`config.mk`:
```
export PLATFORM = sky130hd
export DESIGN_NAME = tpsi_top
export DESIGN_NICKNAME = d
export VERILOG_FILES = /design/src/hdl/tpsi_sync.v /design/src/hdl/tpsi_fifo2.v /design/src/hdl/tpsi_top.v
export VERILOG_INCLUDE_DIRS = /design/src /design/src/include
export SDC_FILE = /design/constraint.sdc
export NUM_CORES = 1
export LEC_CHECK = 0
export BUFFER_PORTS_ARGS = -buffer_cell sky130_fd_sc_hd__buf_4
export CELL_PAD_IN_SITES_DETAIL_PLACEMENT = 1
export CELL_PAD_IN_SITES_GLOBAL_PLACEMENT = 1
export CORE_AREA = 4 4 117 131
export DETAILED_ROUTE_END_ITERATION = 10
export DIE_AREA = 0 0 121 135
export HOLD_SLACK_MARGIN = 0.1
export PLACE_DENSITY_LB_ADDON = 0.1
export SLEW_MARGIN = 20
export SYNTH_ARGS = -nofsm -noshare
export SYNTH_HDL_FRONTEND = slang
export SYNTH_SLANG_ARGS = --single-unit
```
`constraint.sdc`:
```
create_clock -name mclk -period 5.7 [get_ports mclk]
set_input_delay 0.57 -clock mclk [delete_from_list [all_inputs] [get_ports mclk]]
set_output_delay 0.57 -clock mclk [all_outputs]
set_load 0.05 [all_outputs]
```
`src/include/tpsi_defs.vh`:
```
`ifndef TPSI_DEFS_VH
`define TPSI_DEFS_VH

// Register byte offsets
`define TPSI_OFF_CTRL      8'h00
`define TPSI_OFF_PCFG      8'h04
`define TPSI_OFF_TXD       8'h08
`define TPSI_OFF_RXD       8'h0c
`define TPSI_OFF_STAT      8'h10
`define TPSI_OFF_CRDIV     8'h14

// Global control fields
`define TPSI_CTRL_MODE     0
`define TPSI_CTRL_HSPEED   1

// Port configuration fields
`define TPSI_PCFG_TXSMP    0
`define TPSI_PCFG_RXSMP    1
`define TPSI_PCFG_TWOCLK   2
`define TPSI_PCFG_TYPE_LO  3
`define TPSI_PCFG_TYPE_HI  4
`define TPSI_PCFG_CTS      5
`define TPSI_PCFG_CDEN     6
`define TPSI_PCFG_CD       7
`define TPSI_PCFG_TSIG     8

// Status fields
`define TPSI_STAT_TXALN    0
`define TPSI_STAT_RXALN    1
`define TPSI_STAT_RXVAL    2
`define TPSI_STAT_RXOVR    3
`define TPSI_STAT_TXRDY    4
`define TPSI_STAT_RTS      5
`define TPSI_STAT_MFSEEN   6

// Interface types
`define TPSI_TYPE_SERIAL   2'h0
`define TPSI_TYPE_E1       2'h1
`define TPSI_TYPE_T1       2'h2

// Reset values and constants
`define TPSI_CTRL_RST      2'h0
`define TPSI_PCFG_RST      9'h000
`define TPSI_CRDIV_RST     16'h0003
`define TPSI_IDLE_BYTE     8'hff
`define TPSI_LAST_BIT      3'h7
`define TPSI_FIRST_BIT     3'h1

// Synchronised input positions
`define TPSI_IN_TCLK       0
`define TPSI_IN_TFS        1
`define TPSI_IN_MF         2
`define TPSI_IN_RXD        3
`define TPSI_IN_RFS        4
`define TPSI_IN_RTS        5
`define TPSI_IN_RCLK       6
`define TPSI_IN_NUM        7

`endif

```
`src/hdl/tpsi_sync.v`:
```
`timescale 1ns/1ps
`default_nettype none

module tpsi_sync #(
  parameter W = 1
) (
  input  wire         mclk,
  input  wire         rst,
  input  wire [W-1:0] d,
  output reg  [W-1:0] q
);

  reg [W-1:0] s1;
  reg [W-1:0] s2;
  reg [W-1:0] s3;

  // A change counts once the second and third stages agree
  always @(posedge mclk) begin
    if (rst) begin
      s1 <= {W{1'b0}};
      s2 <= {W{1'b0}};
      s3 <= {W{1'b0}};
      q  <= {W{1'b0}};
    end else begin
      s1 <= d;
      s2 <= s1;
      s3 <= s2;
      q  <= (s2 & s3) | (q & (s2 | s3));
    end
  end

endmodule // tpsi_sync

`default_nettype wire

```
`src/hdl/tpsi_fifo2.v`:
```
`timescale 1ns/1ps
`default_nettype none

module tpsi_fifo2 #(
  parameter W  = 8,
  parameter AW = 1
) (
  input  wire         mclk,
  input  wire         rst,
  input  wire         in_valid,
  output wire         in_ready,
  input  wire [W-1:0] in_data,
  output wire         out_valid,
  input  wire         out_ready,
  output wire [W-1:0] out_data
);

  localparam [AW:0] DEPTH = {1'b1, {AW{1'b0}}};
  localparam [AW:0] ONE   = {{AW{1'b0}}, 1'b1};

  reg  [W-1:0]  mem [0:DEPTH-1];
  reg  [AW:0]   cnt;
  reg  [AW-1:0] wp;
  reg  [AW-1:0] rp;
  wire          push;
  wire          pop;

  assign in_ready  = (cnt != DEPTH);
  assign out_valid = (cnt != {(AW+1){1'b0}});
  assign out_data  = mem[rp];
  assign push      = in_valid & in_ready;
  assign pop       = out_valid & out_ready;

  always @(posedge mclk) begin
    if (push) begin
      mem[wp] <= in_data;
    end
  end

  always @(posedge mclk) begin
    if (rst) begin
      cnt <= {(AW+1){1'b0}};
      wp  <= {AW{1'b0}};
      rp  <= {AW{1'b0}};
    end else begin
      if (push) begin
        wp <= wp + ONE[AW-1:0];
      end
      if (pop) begin
        rp <= rp + ONE[AW-1:0];
      end
      case ({push, pop})
        2'b10:   cnt <= cnt + ONE;
        2'b01:   cnt <= cnt - ONE;
        default: cnt <= cnt;
      endcase
    end
  end

endmodule // tpsi_fifo2

`default_nettype wire

```
`src/hdl/tpsi_top.v`:
```
`include "tpsi_defs.vh"
`timescale 1ns/1ps
`default_nettype none

module tpsi_top #(
  parameter PORT_INDEX = 1,
  parameter FIFO_AW    = 1
) (
  input  wire        mclk,
  input  wire        rst,
  input  wire        wb_cyc_i,
  input  wire        wb_stb_i,
  input  wire        wb_we_i,
  input  wire [7:0]  wb_adr_i,
  input  wire [3:0]  wb_sel_i,
  input  wire [31:0] wb_dat_i,
  output reg  [31:0] wb_dat_o,
  output reg         wb_ack_o,
  input  wire        tx_tdm_clock,
  input  wire        rx_tdm_clock,
  output reg         tx_serial_out,
  input  wire        tx_frame_sync_in,
  output reg         tx_signaling_cts_out,
  input  wire        tx_multiframe_sync_cd_in,
  output reg         tx_multiframe_sync_cd_out,
  output reg         tx_multiframe_sync_cd_oe_n,
  input  wire        rx_serial_in,
  input  wire        rx_frame_sync_in,
  input  wire        rx_signaling_rts,
  output reg         recovered_clock_out
);

  // Address decode shared by reads and writes
  function hit;
    input [7:0] adr;
    input [7:0] off;
    begin
      hit = (adr[7:2] == off[7:2]);
    end
  endfunction

  reg  [1:0]                ctrl;
  reg  [8:0]                pcfg;
  reg  [15:0]               crdiv;
  reg  [15:0]               cr_cnt;
  reg                       tclk_prev;
  reg                       rclk_prev;
  reg                       tx_aligned;
  reg  [2:0]                tx_cnt;
  reg  [7:0]                tx_cur;
  reg                       rx_aligned;
  reg  [2:0]                rx_cnt;
  reg  [7:0]                rx_sh;
  reg  [7:0]                rx_data;
  reg                       rx_valid;
  reg                       rx_ovr;
  reg                       rts_lvl;
  reg                       mf_seen;
  reg                       rx_pend;
  wire [`TPSI_IN_NUM-1:0]   pin_q;
  wire                      fifo_in_ready;
  wire                      fifo_out_valid;
  wire [7:0]                fifo_out_data;
  wire                      fifo_pop;
  wire                      act;
  wire                      tx_sample;
  wire                      rx_sample;
  wire                      two_clocks;
  wire [1:0]                int_type;
  wire                      is_serial;
  wire                      t_rise;
  wire                      t_fall;
  wire                      r_rise;
  wire                      r_fall;
  wire                      tx_upd;
  wire                      tx_smp;
  wire                      rx_edge;
  wire                      rx_fsync;
  wire                      rx_done;
  wire [7:0]                tx_load;
  wire                      req;
  wire                      wr_txd;
  wire                      take;
  wire                      rd_rxd;
  wire                      rd_stat;
  wire [31:0]               stat_word;
  reg  [31:0]               next_dat;

  tpsi_sync #(
    .W (`TPSI_IN_NUM)
  ) u_sync (
    .mclk (mclk),
    .rst  (rst),
    .d    ({rx_tdm_clock, rx_signaling_rts, rx_frame_sync_in, rx_serial_in,
            tx_multiframe_sync_cd_in, tx_frame_sync_in, tx_tdm_clock}),
    .q    (pin_q)
  );

  tpsi_fifo2 #(
    .W  (8),
    .AW (FIFO_AW)
  ) u_fifo (
    .mclk      (mclk),
    .rst       (rst),
    .in_valid  (wr_txd & take),
    .in_ready  (fifo_in_ready),
    .in_data   (wb_dat_i[7:0]),
    .out_valid (fifo_out_valid),
    .out_ready (fifo_pop),
    .out_data  (fifo_out_data)
  );

  // Configuration fields
  assign tx_sample  = pcfg[`TPSI_PCFG_TXSMP];
  assign rx_sample  = pcfg[`TPSI_PCFG_RXSMP];
  assign two_clocks = pcfg[`TPSI_PCFG_TWOCLK];
  assign int_type   = pcfg[`TPSI_PCFG_TYPE_HI:`TPSI_PCFG_TYPE_LO];
  assign is_serial  = (int_type != `TPSI_TYPE_E1) && (int_type != `TPSI_TYPE_T1);

  // Pins live only in external mode, and only port one in high speed
  assign act = ctrl[`TPSI_CTRL_MODE] &
               ~(ctrl[`TPSI_CTRL_HSPEED] & (PORT_INDEX != 1));

  // Edge detection of the sampled link clocks
  assign t_rise  = act & pin_q[`TPSI_IN_TCLK] & ~tclk_prev;
  assign t_fall  = act & ~pin_q[`TPSI_IN_TCLK] & tclk_prev;
  assign r_rise  = act & pin_q[`TPSI_IN_RCLK] & ~rclk_prev;
  assign r_fall  = act & ~pin_q[`TPSI_IN_RCLK] & rclk_prev;
  assign tx_upd  = tx_sample ? t_fall : t_rise;
  assign tx_smp  = tx_sample ? t_rise : t_fall;

  // Receive timing and frame sync source per clocking mode
  assign rx_edge  = two_clocks ? (rx_sample ? r_rise : r_fall)
                               : tx_upd;
  assign rx_fsync = two_clocks ? pin_q[`TPSI_IN_RFS]
                               : rx_pend;
  assign rx_done  = rx_edge & rx_aligned & ~rx_fsync &
                    (rx_cnt == `TPSI_LAST_BIT);

  // Transmit byte source: buffered data or idle fill
  assign tx_load  = fifo_out_valid ? fifo_out_data : `TPSI_IDLE_BYTE;
  assign fifo_pop = tx_upd & tx_aligned & (tx_cnt == 3'h0);

  // Bus request decode; a full buffer holds off the acknowledge
  assign req     = wb_cyc_i & wb_stb_i & ~wb_ack_o;
  assign wr_txd  = req & wb_we_i & hit(wb_adr_i, `TPSI_OFF_TXD);
  assign take    = req & (~wr_txd | fifo_in_ready);
  assign rd_rxd  = take & ~wb_we_i & hit(wb_adr_i, `TPSI_OFF_RXD);
  assign rd_stat = take & ~wb_we_i & hit(wb_adr_i, `TPSI_OFF_STAT);

  assign stat_word = {25'h0000000, mf_seen, rts_lvl, fifo_in_ready,
                      rx_ovr, rx_valid, rx_aligned, tx_aligned};

  always @* begin
    next_dat = 32'h00000000;
    if (hit(wb_adr_i, `TPSI_OFF_CTRL)) begin
      next_dat = {30'h00000000, ctrl};
    end else if (hit(wb_adr_i, `TPSI_OFF_PCFG)) begin
      next_dat = {23'h000000, pcfg};
    end else if (hit(wb_adr_i, `TPSI_OFF_RXD)) begin
      next_dat = {24'h000000, rx_data};
    end else if (hit(wb_adr_i, `TPSI_OFF_STAT)) begin
      next_dat = stat_word;
    end else if (hit(wb_adr_i, `TPSI_OFF_CRDIV)) begin
      next_dat = {16'h0000, crdiv};
    end
  end

  // Wishbone slave: one-cycle answer except TXD writes to a full buffer, unmapped reads give zero
  always @(posedge mclk) begin
    if (rst) begin
      wb_ack_o <= 1'b0;
      wb_dat_o <= 32'h00000000;
      ctrl     <= `TPSI_CTRL_RST;
      pcfg     <= `TPSI_PCFG_RST;
      crdiv    <= `TPSI_CRDIV_RST;
    end else begin
      wb_ack_o <= take;
      if (take & ~wb_we_i) begin
        wb_dat_o <= next_dat;
      end
      if (take & wb_we_i) begin
        if (hit(wb_adr_i, `TPSI_OFF_CTRL) & wb_sel_i[0]) begin
          ctrl <= wb_dat_i[1:0];
        end
        if (hit(wb_adr_i, `TPSI_OFF_PCFG)) begin
          if (wb_sel_i[0]) begin
            pcfg[7:0] <= wb_dat_i[7:0];
          end
          if (wb_sel_i[1]) begin
            pcfg[8] <= wb_dat_i[8];
          end
        end
        if (hit(wb_adr_i, `TPSI_OFF_CRDIV)) begin
          if (wb_sel_i[0]) begin
            crdiv[7:0] <= wb_dat_i[7:0];
          end
          if (wb_sel_i[1]) begin
            crdiv[15:8] <= wb_dat_i[15:8];
          end
        end
      end
    end
  end

  // Clock edge history
  always @(posedge mclk) begin
    if (rst) begin
      tclk_prev <= 1'b0;
      rclk_prev <= 1'b0;
    end else begin
      tclk_prev <= pin_q[`TPSI_IN_TCLK];
      rclk_prev <= pin_q[`TPSI_IN_RCLK];
    end
  end

  // Recovery machine: programmable divider toggling the output
  always @(posedge mclk) begin
    if (rst) begin
      cr_cnt              <= 16'h0000;
      recovered_clock_out <= 1'b0;
    end else if (!act) begin
      cr_cnt              <= 16'h0000;
      recovered_clock_out <= 1'b0;
    end else if (cr_cnt >= crdiv) begin
      cr_cnt              <= 16'h0000;
      recovered_clock_out <= ~recovered_clock_out;
    end else begin
      cr_cnt <= cr_cnt + 16'h0001;
    end
  end

  // Transmit framing and serialiser
  always @(posedge mclk) begin
    if (rst) begin
      tx_aligned    <= 1'b0;
      tx_cnt        <= 3'h0;
      tx_cur        <= `TPSI_IDLE_BYTE;
      tx_serial_out <= 1'b0;
    end else if (!act) begin
      tx_aligned    <= 1'b0;
      tx_cnt        <= 3'h0;
      tx_serial_out <= 1'b0;
    end else begin
      if (tx_smp & pin_q[`TPSI_IN_TFS]) begin
        // Bit on the line now is the first of a frame
        tx_aligned <= 1'b1;
        tx_cnt     <= `TPSI_FIRST_BIT;
        if (!tx_aligned) begin
          tx_cur <= `TPSI_IDLE_BYTE;
        end
      end else if (tx_upd) begin
        if (!tx_aligned) begin
          tx_serial_out <= 1'b1;
        end else if (tx_cnt == 3'h0) begin
          tx_cur        <= tx_load;
          tx_serial_out <= tx_load[7];
          tx_cnt        <= tx_cnt + 3'h1;
        end else begin
          tx_serial_out <= tx_cur[~tx_cnt];
          tx_cnt        <= tx_cnt + 3'h1;
        end
      end
    end
  end

  // Signaling, clear-to-send and carrier detect pins
  always @(posedge mclk) begin
    if (rst) begin
      tx_signaling_cts_out       <= 1'b0;
      tx_multiframe_sync_cd_out  <= 1'b0;
      tx_multiframe_sync_cd_oe_n <= 1'b1;
      mf_seen                    <= 1'b0;
    end else begin
      if (!act) begin
        tx_signaling_cts_out <= 1'b0;
      end else if (tx_upd) begin
        tx_signaling_cts_out <= is_serial ? pcfg[`TPSI_PCFG_CTS]
                                          : pcfg[`TPSI_PCFG_TSIG];
      end
      tx_multiframe_sync_cd_oe_n <= ~(act & is_serial & pcfg[`TPSI_PCFG_CDEN]);
      tx_multiframe_sync_cd_out  <= act & pcfg[`TPSI_PCFG_CD];
      mf_seen <= (tx_smp & ~is_serial & pin_q[`TPSI_IN_MF]) |
                 (mf_seen & ~rd_stat);
    end
  end

  // Receive framing and deserialiser
  always @(posedge mclk) begin
    if (rst) begin
      rx_aligned <= 1'b0;
      rx_cnt     <= 3'h0;
      rx_sh      <= 8'h00;
      rx_data    <= 8'h00;
      rts_lvl    <= 1'b0;
      rx_pend    <= 1'b0;
    end else if (!act) begin
      rx_aligned <= 1'b0;
      rx_cnt     <= 3'h0;
      rx_pend    <= 1'b0;
    end else if (rx_edge) begin
      rts_lvl <= pin_q[`TPSI_IN_RTS];
      rx_sh   <= {rx_sh[6:0], pin_q[`TPSI_IN_RXD]};
      rx_pend <= 1'b0;
      if (rx_fsync) begin
        rx_aligned <= 1'b1;
        rx_cnt     <= `TPSI_FIRST_BIT;
      end else if (rx_aligned) begin
        rx_cnt <= rx_cnt + 3'h1;
        if (rx_done) begin
          rx_data <= {rx_sh[6:0], pin_q[`TPSI_IN_RXD]};
        end
      end
    end else if (tx_smp & ~two_clocks & pin_q[`TPSI_IN_TFS]) begin
      // Sync seen on the sample edge makes the next receive bit the first
      rx_pend <= 1'b1;
    end
  end

  // Receive flags: a new byte wins over a read in the same cycle
  always @(posedge mclk) begin
    if (rst) begin
      rx_valid <= 1'b0;
      rx_ovr   <= 1'b0;
    end else begin
      rx_valid <= rx_done | (rx_valid & ~rd_rxd);
      rx_ovr   <= (rx_done & rx_valid & ~rd_rxd) | (rx_ovr & ~rd_rxd);
    end
  end

endmodule // tpsi_top

`default_nettype wire

```
==> metrics.txt <==
Levels on crit path 5; Synth top cells by count dfxtp_1, nor2_1, mux2i_1; # IOs 94; peak supply drop 0.000175 V; Pint 1.87 mW; sequential share of the synthesized area 48.5%; largest cells by area after synthesis dfxtp_1, mux2i_1, edfxtp_1, ha_1, nor2_1; CP startpoint kind input pin; status completed; Layout Skew approximately 6 ps; Routability Congestion 0.884; Final Hold Fails 0; drt drc 0; main flop type after synthesis dfxtp_1; Slew Limit Fails 0; initial antenna violation count 0; clk buf depth 2; port buffer count 57; area added between synthesis and finish 17.2%; sequential power share a little under half; die area approximately 16000 sq um; Crit Path Category input pin to flop; # H-tree levels 4; vias in the first global route approximately 5200; worst path bufs/invs 1; PostCTS Resize Cnt 0; Comb pwr share between 3 and 4%; Tmin final between 2000 and 2500 ps; Worst-Skew Late Latency 420 ps; first-pass GRT wire length approximately 27000 microns; clock buffer count from CTS 17; Clk pwr share between 50 and 60%; Hold-fix buffers, CTS 0; HPWL Detailed approximately 12000 microns; setup violators final 0; slowest stage cell, crit path nor2_1; element type at the critical path end flop; most frequent cell after synthesis dfxtp_1; Detailed Route WL between 15000 and 20000 microns; Die H approximately 140 microns; GRT overflow 0; Pre-antenna DRT Iters 5; FP Rows between 40 and 50; Top Family by Delay on Critical Path simple AND/OR/NAND/NOR gates; Setup Buffers After CTS 0; Synth Register Bits 152; Synth top area share around 41%; core area 14100 sq um; Antenna Nets Post-Route 0; Multi-input gate area ~3100 sq um; CP required about 5800 ps; DRT iter0 DRCs 256; Antenna Cells 0; Final TNS setup 0 ps; Max Clk Rate between 0.4 and 0.5 GHz; Pwr per Cell Area 307 nW/um^2; ratio of cells with drive above 1 in the final layout 16.3%; hold path cells 2; actual slew at the worst max-slew pin approximately 900 ps; Clk pin slew, worst setup/hold paths ~60 ps; max-cap viol count 0; area leader, netlist dfxtp_1; R2R depth 6; final worst path period share between 40 and 50%; Gate Count Post-Synth 669; Vias between 5000 and 6000; Hold Path Class input pin to flop; Die W approximately 120 microns; ys async rst share 0%; Fillers approximately 1600; CTS root buffer clkbuf_16; Final nets between 700 and 800; EDFF count, synth 16; register area 3200 sq um; Reg2Reg Setup Slack approximately 3400 ps; switching pwr 0.508 mW; Routed WL per cell between 15 and 20 microns; CP arrival 2350 ps; sw frac 21.4%; Distinct cells, synth between 60 and 70; design area between 7000 and 8000 sq um; CTS tree done; syn_area_per_cell between 9 and 10 sq um; CTS sink count between 150 and 200; pin count of the biggest net entering global routing 60; Slew HR between 40% and 50%; Netlist Area Pre-Place about 6600 sq um; critical path cell sequence buf_4 -> or4_4 -> nor2_1 -> nand3b_1 -> nor2_1; gr usage total a little over a fifth; synth warn 0; crit path max fanout 8; post-detailed-placement cell area slightly above 7000 sq um; Via density 5.41; Leak Pwr 3.09 nW; RSZ-0062 raised after global routing false; Crit path largest cell delay around 650 ps; Initial Utilization around 47%; Most common cell on crit path nor2_1
## cells in the final DEF (no fill, tap or decap), drive strengths merged, types with 11 or more instances in the layout
| cell type | count |
|---|---|
| buf | 59 |
| nor3 | 32 |
| nor2 | 65 |
| nor2b | 26 |
| clkbuf | 19 |
| mux2i | 50 |
| nand2 | 47 |
| inv | 27 |
| a21oi | 39 |
| conb | 16 |
| edfxtp | 16 |
| dfxtp | 136 |
| a31oi | 11 |
| nand3 | 31 |
| xor2 | 13 |
| ha | 22 |
| o21ai | 25 |
## metal layers
metal	track usage, %	wire length [microns]	vias up
met2	35.2	8150	85
met3	4.02	427	23
met5	0	0	-
met1	27.6	7600	2461
li1	-	-	2434
met4	8.19	381	0
## stage by stage
stage,std cells,total power [mW],util (%),worst slack [ps],hold WS [ps]
2_1_floorplan,684,1.18,-,3420,380
3_3_place_gp,893,1.20,50.4,3090,418
3_5_place_dp,893,1.21,50.4,3010,428
4_1_cts,924,2.40,54.9,3380,351
5_1_grt,924,2.46,54.9,3260,356
6_report,924,2.38,54.9,3400,364
## final timing paths
kind / startpoint / endpoint
min reg2reg: u_sync.s1[5] / u_sync.s2[5]
min: tx_tdm_clock / u_sync.s1[0]
max reg2reg: u_sync.q[0] / u_fifo.cnt[1]
max: wb_adr_i[4] / u_fifo.mem[1][2]
## power by group through the flow
stage | sequential [mW] | clock [mW] | combinational (mW)
2_1_floorplan | 1.12 | 0 | 0.0622
3_5_place_dp | 1.11 | 0 | 0.0921
6_report | 1.09 | 1.19 | 0.0923
5_1_grt | 1.09 | 1.27 | 0.0990
3_3_place_gp | 1.11 | 0 | 0.0899
4_1_cts | 1.09 | 1.21 | 0.0924
## sequential cells by signal (all words and copies together), names as in the netlist, 7 cells and up, named ones only
register	cells
u_sync.q	7
u_sync.s1	7
u_sync.s3	7
pcfg	9
u_sync.s2	7
rx_data	8
crdiv	16
wb_dat_o	16
tx_cur	8
u_fifo.mem	16
rx_sh	7
cr_cnt	16
## area by class of cell
type	count	share of cell area, %
flip-flops and latches	152	41.4
multi-input cells	464	40.4
clock buffers	19	5.85
repair buffers	59	5.72
well taps	192	3.10
clock inverters	12	2.25
inverters	26	1.26
## worst reg2reg max path: cells and delay by family, from the launching register on
family	cells	cell delay [ps]
adders and majority gates	1	310
and+or+nand+nor	3	1080
AOI/OAI and AO/OA	2	360
DFF	1	440
## cells by family (layout without fill, tap and decap cells)
logic type	after synthesis	after routing	share of synthesized area, %
flops	152	152	48.5
fa+ha+maj	22	22	4.17
mux	53	53	8.42
xor+xnor	21	21	2.78
compound gates	108	108	10.8
other cells	1	16	0.0567
buf+inv	68	116	5.09
simple gates	244	244	20.2
Note: power is estimated with default switching activity, not from simulation.
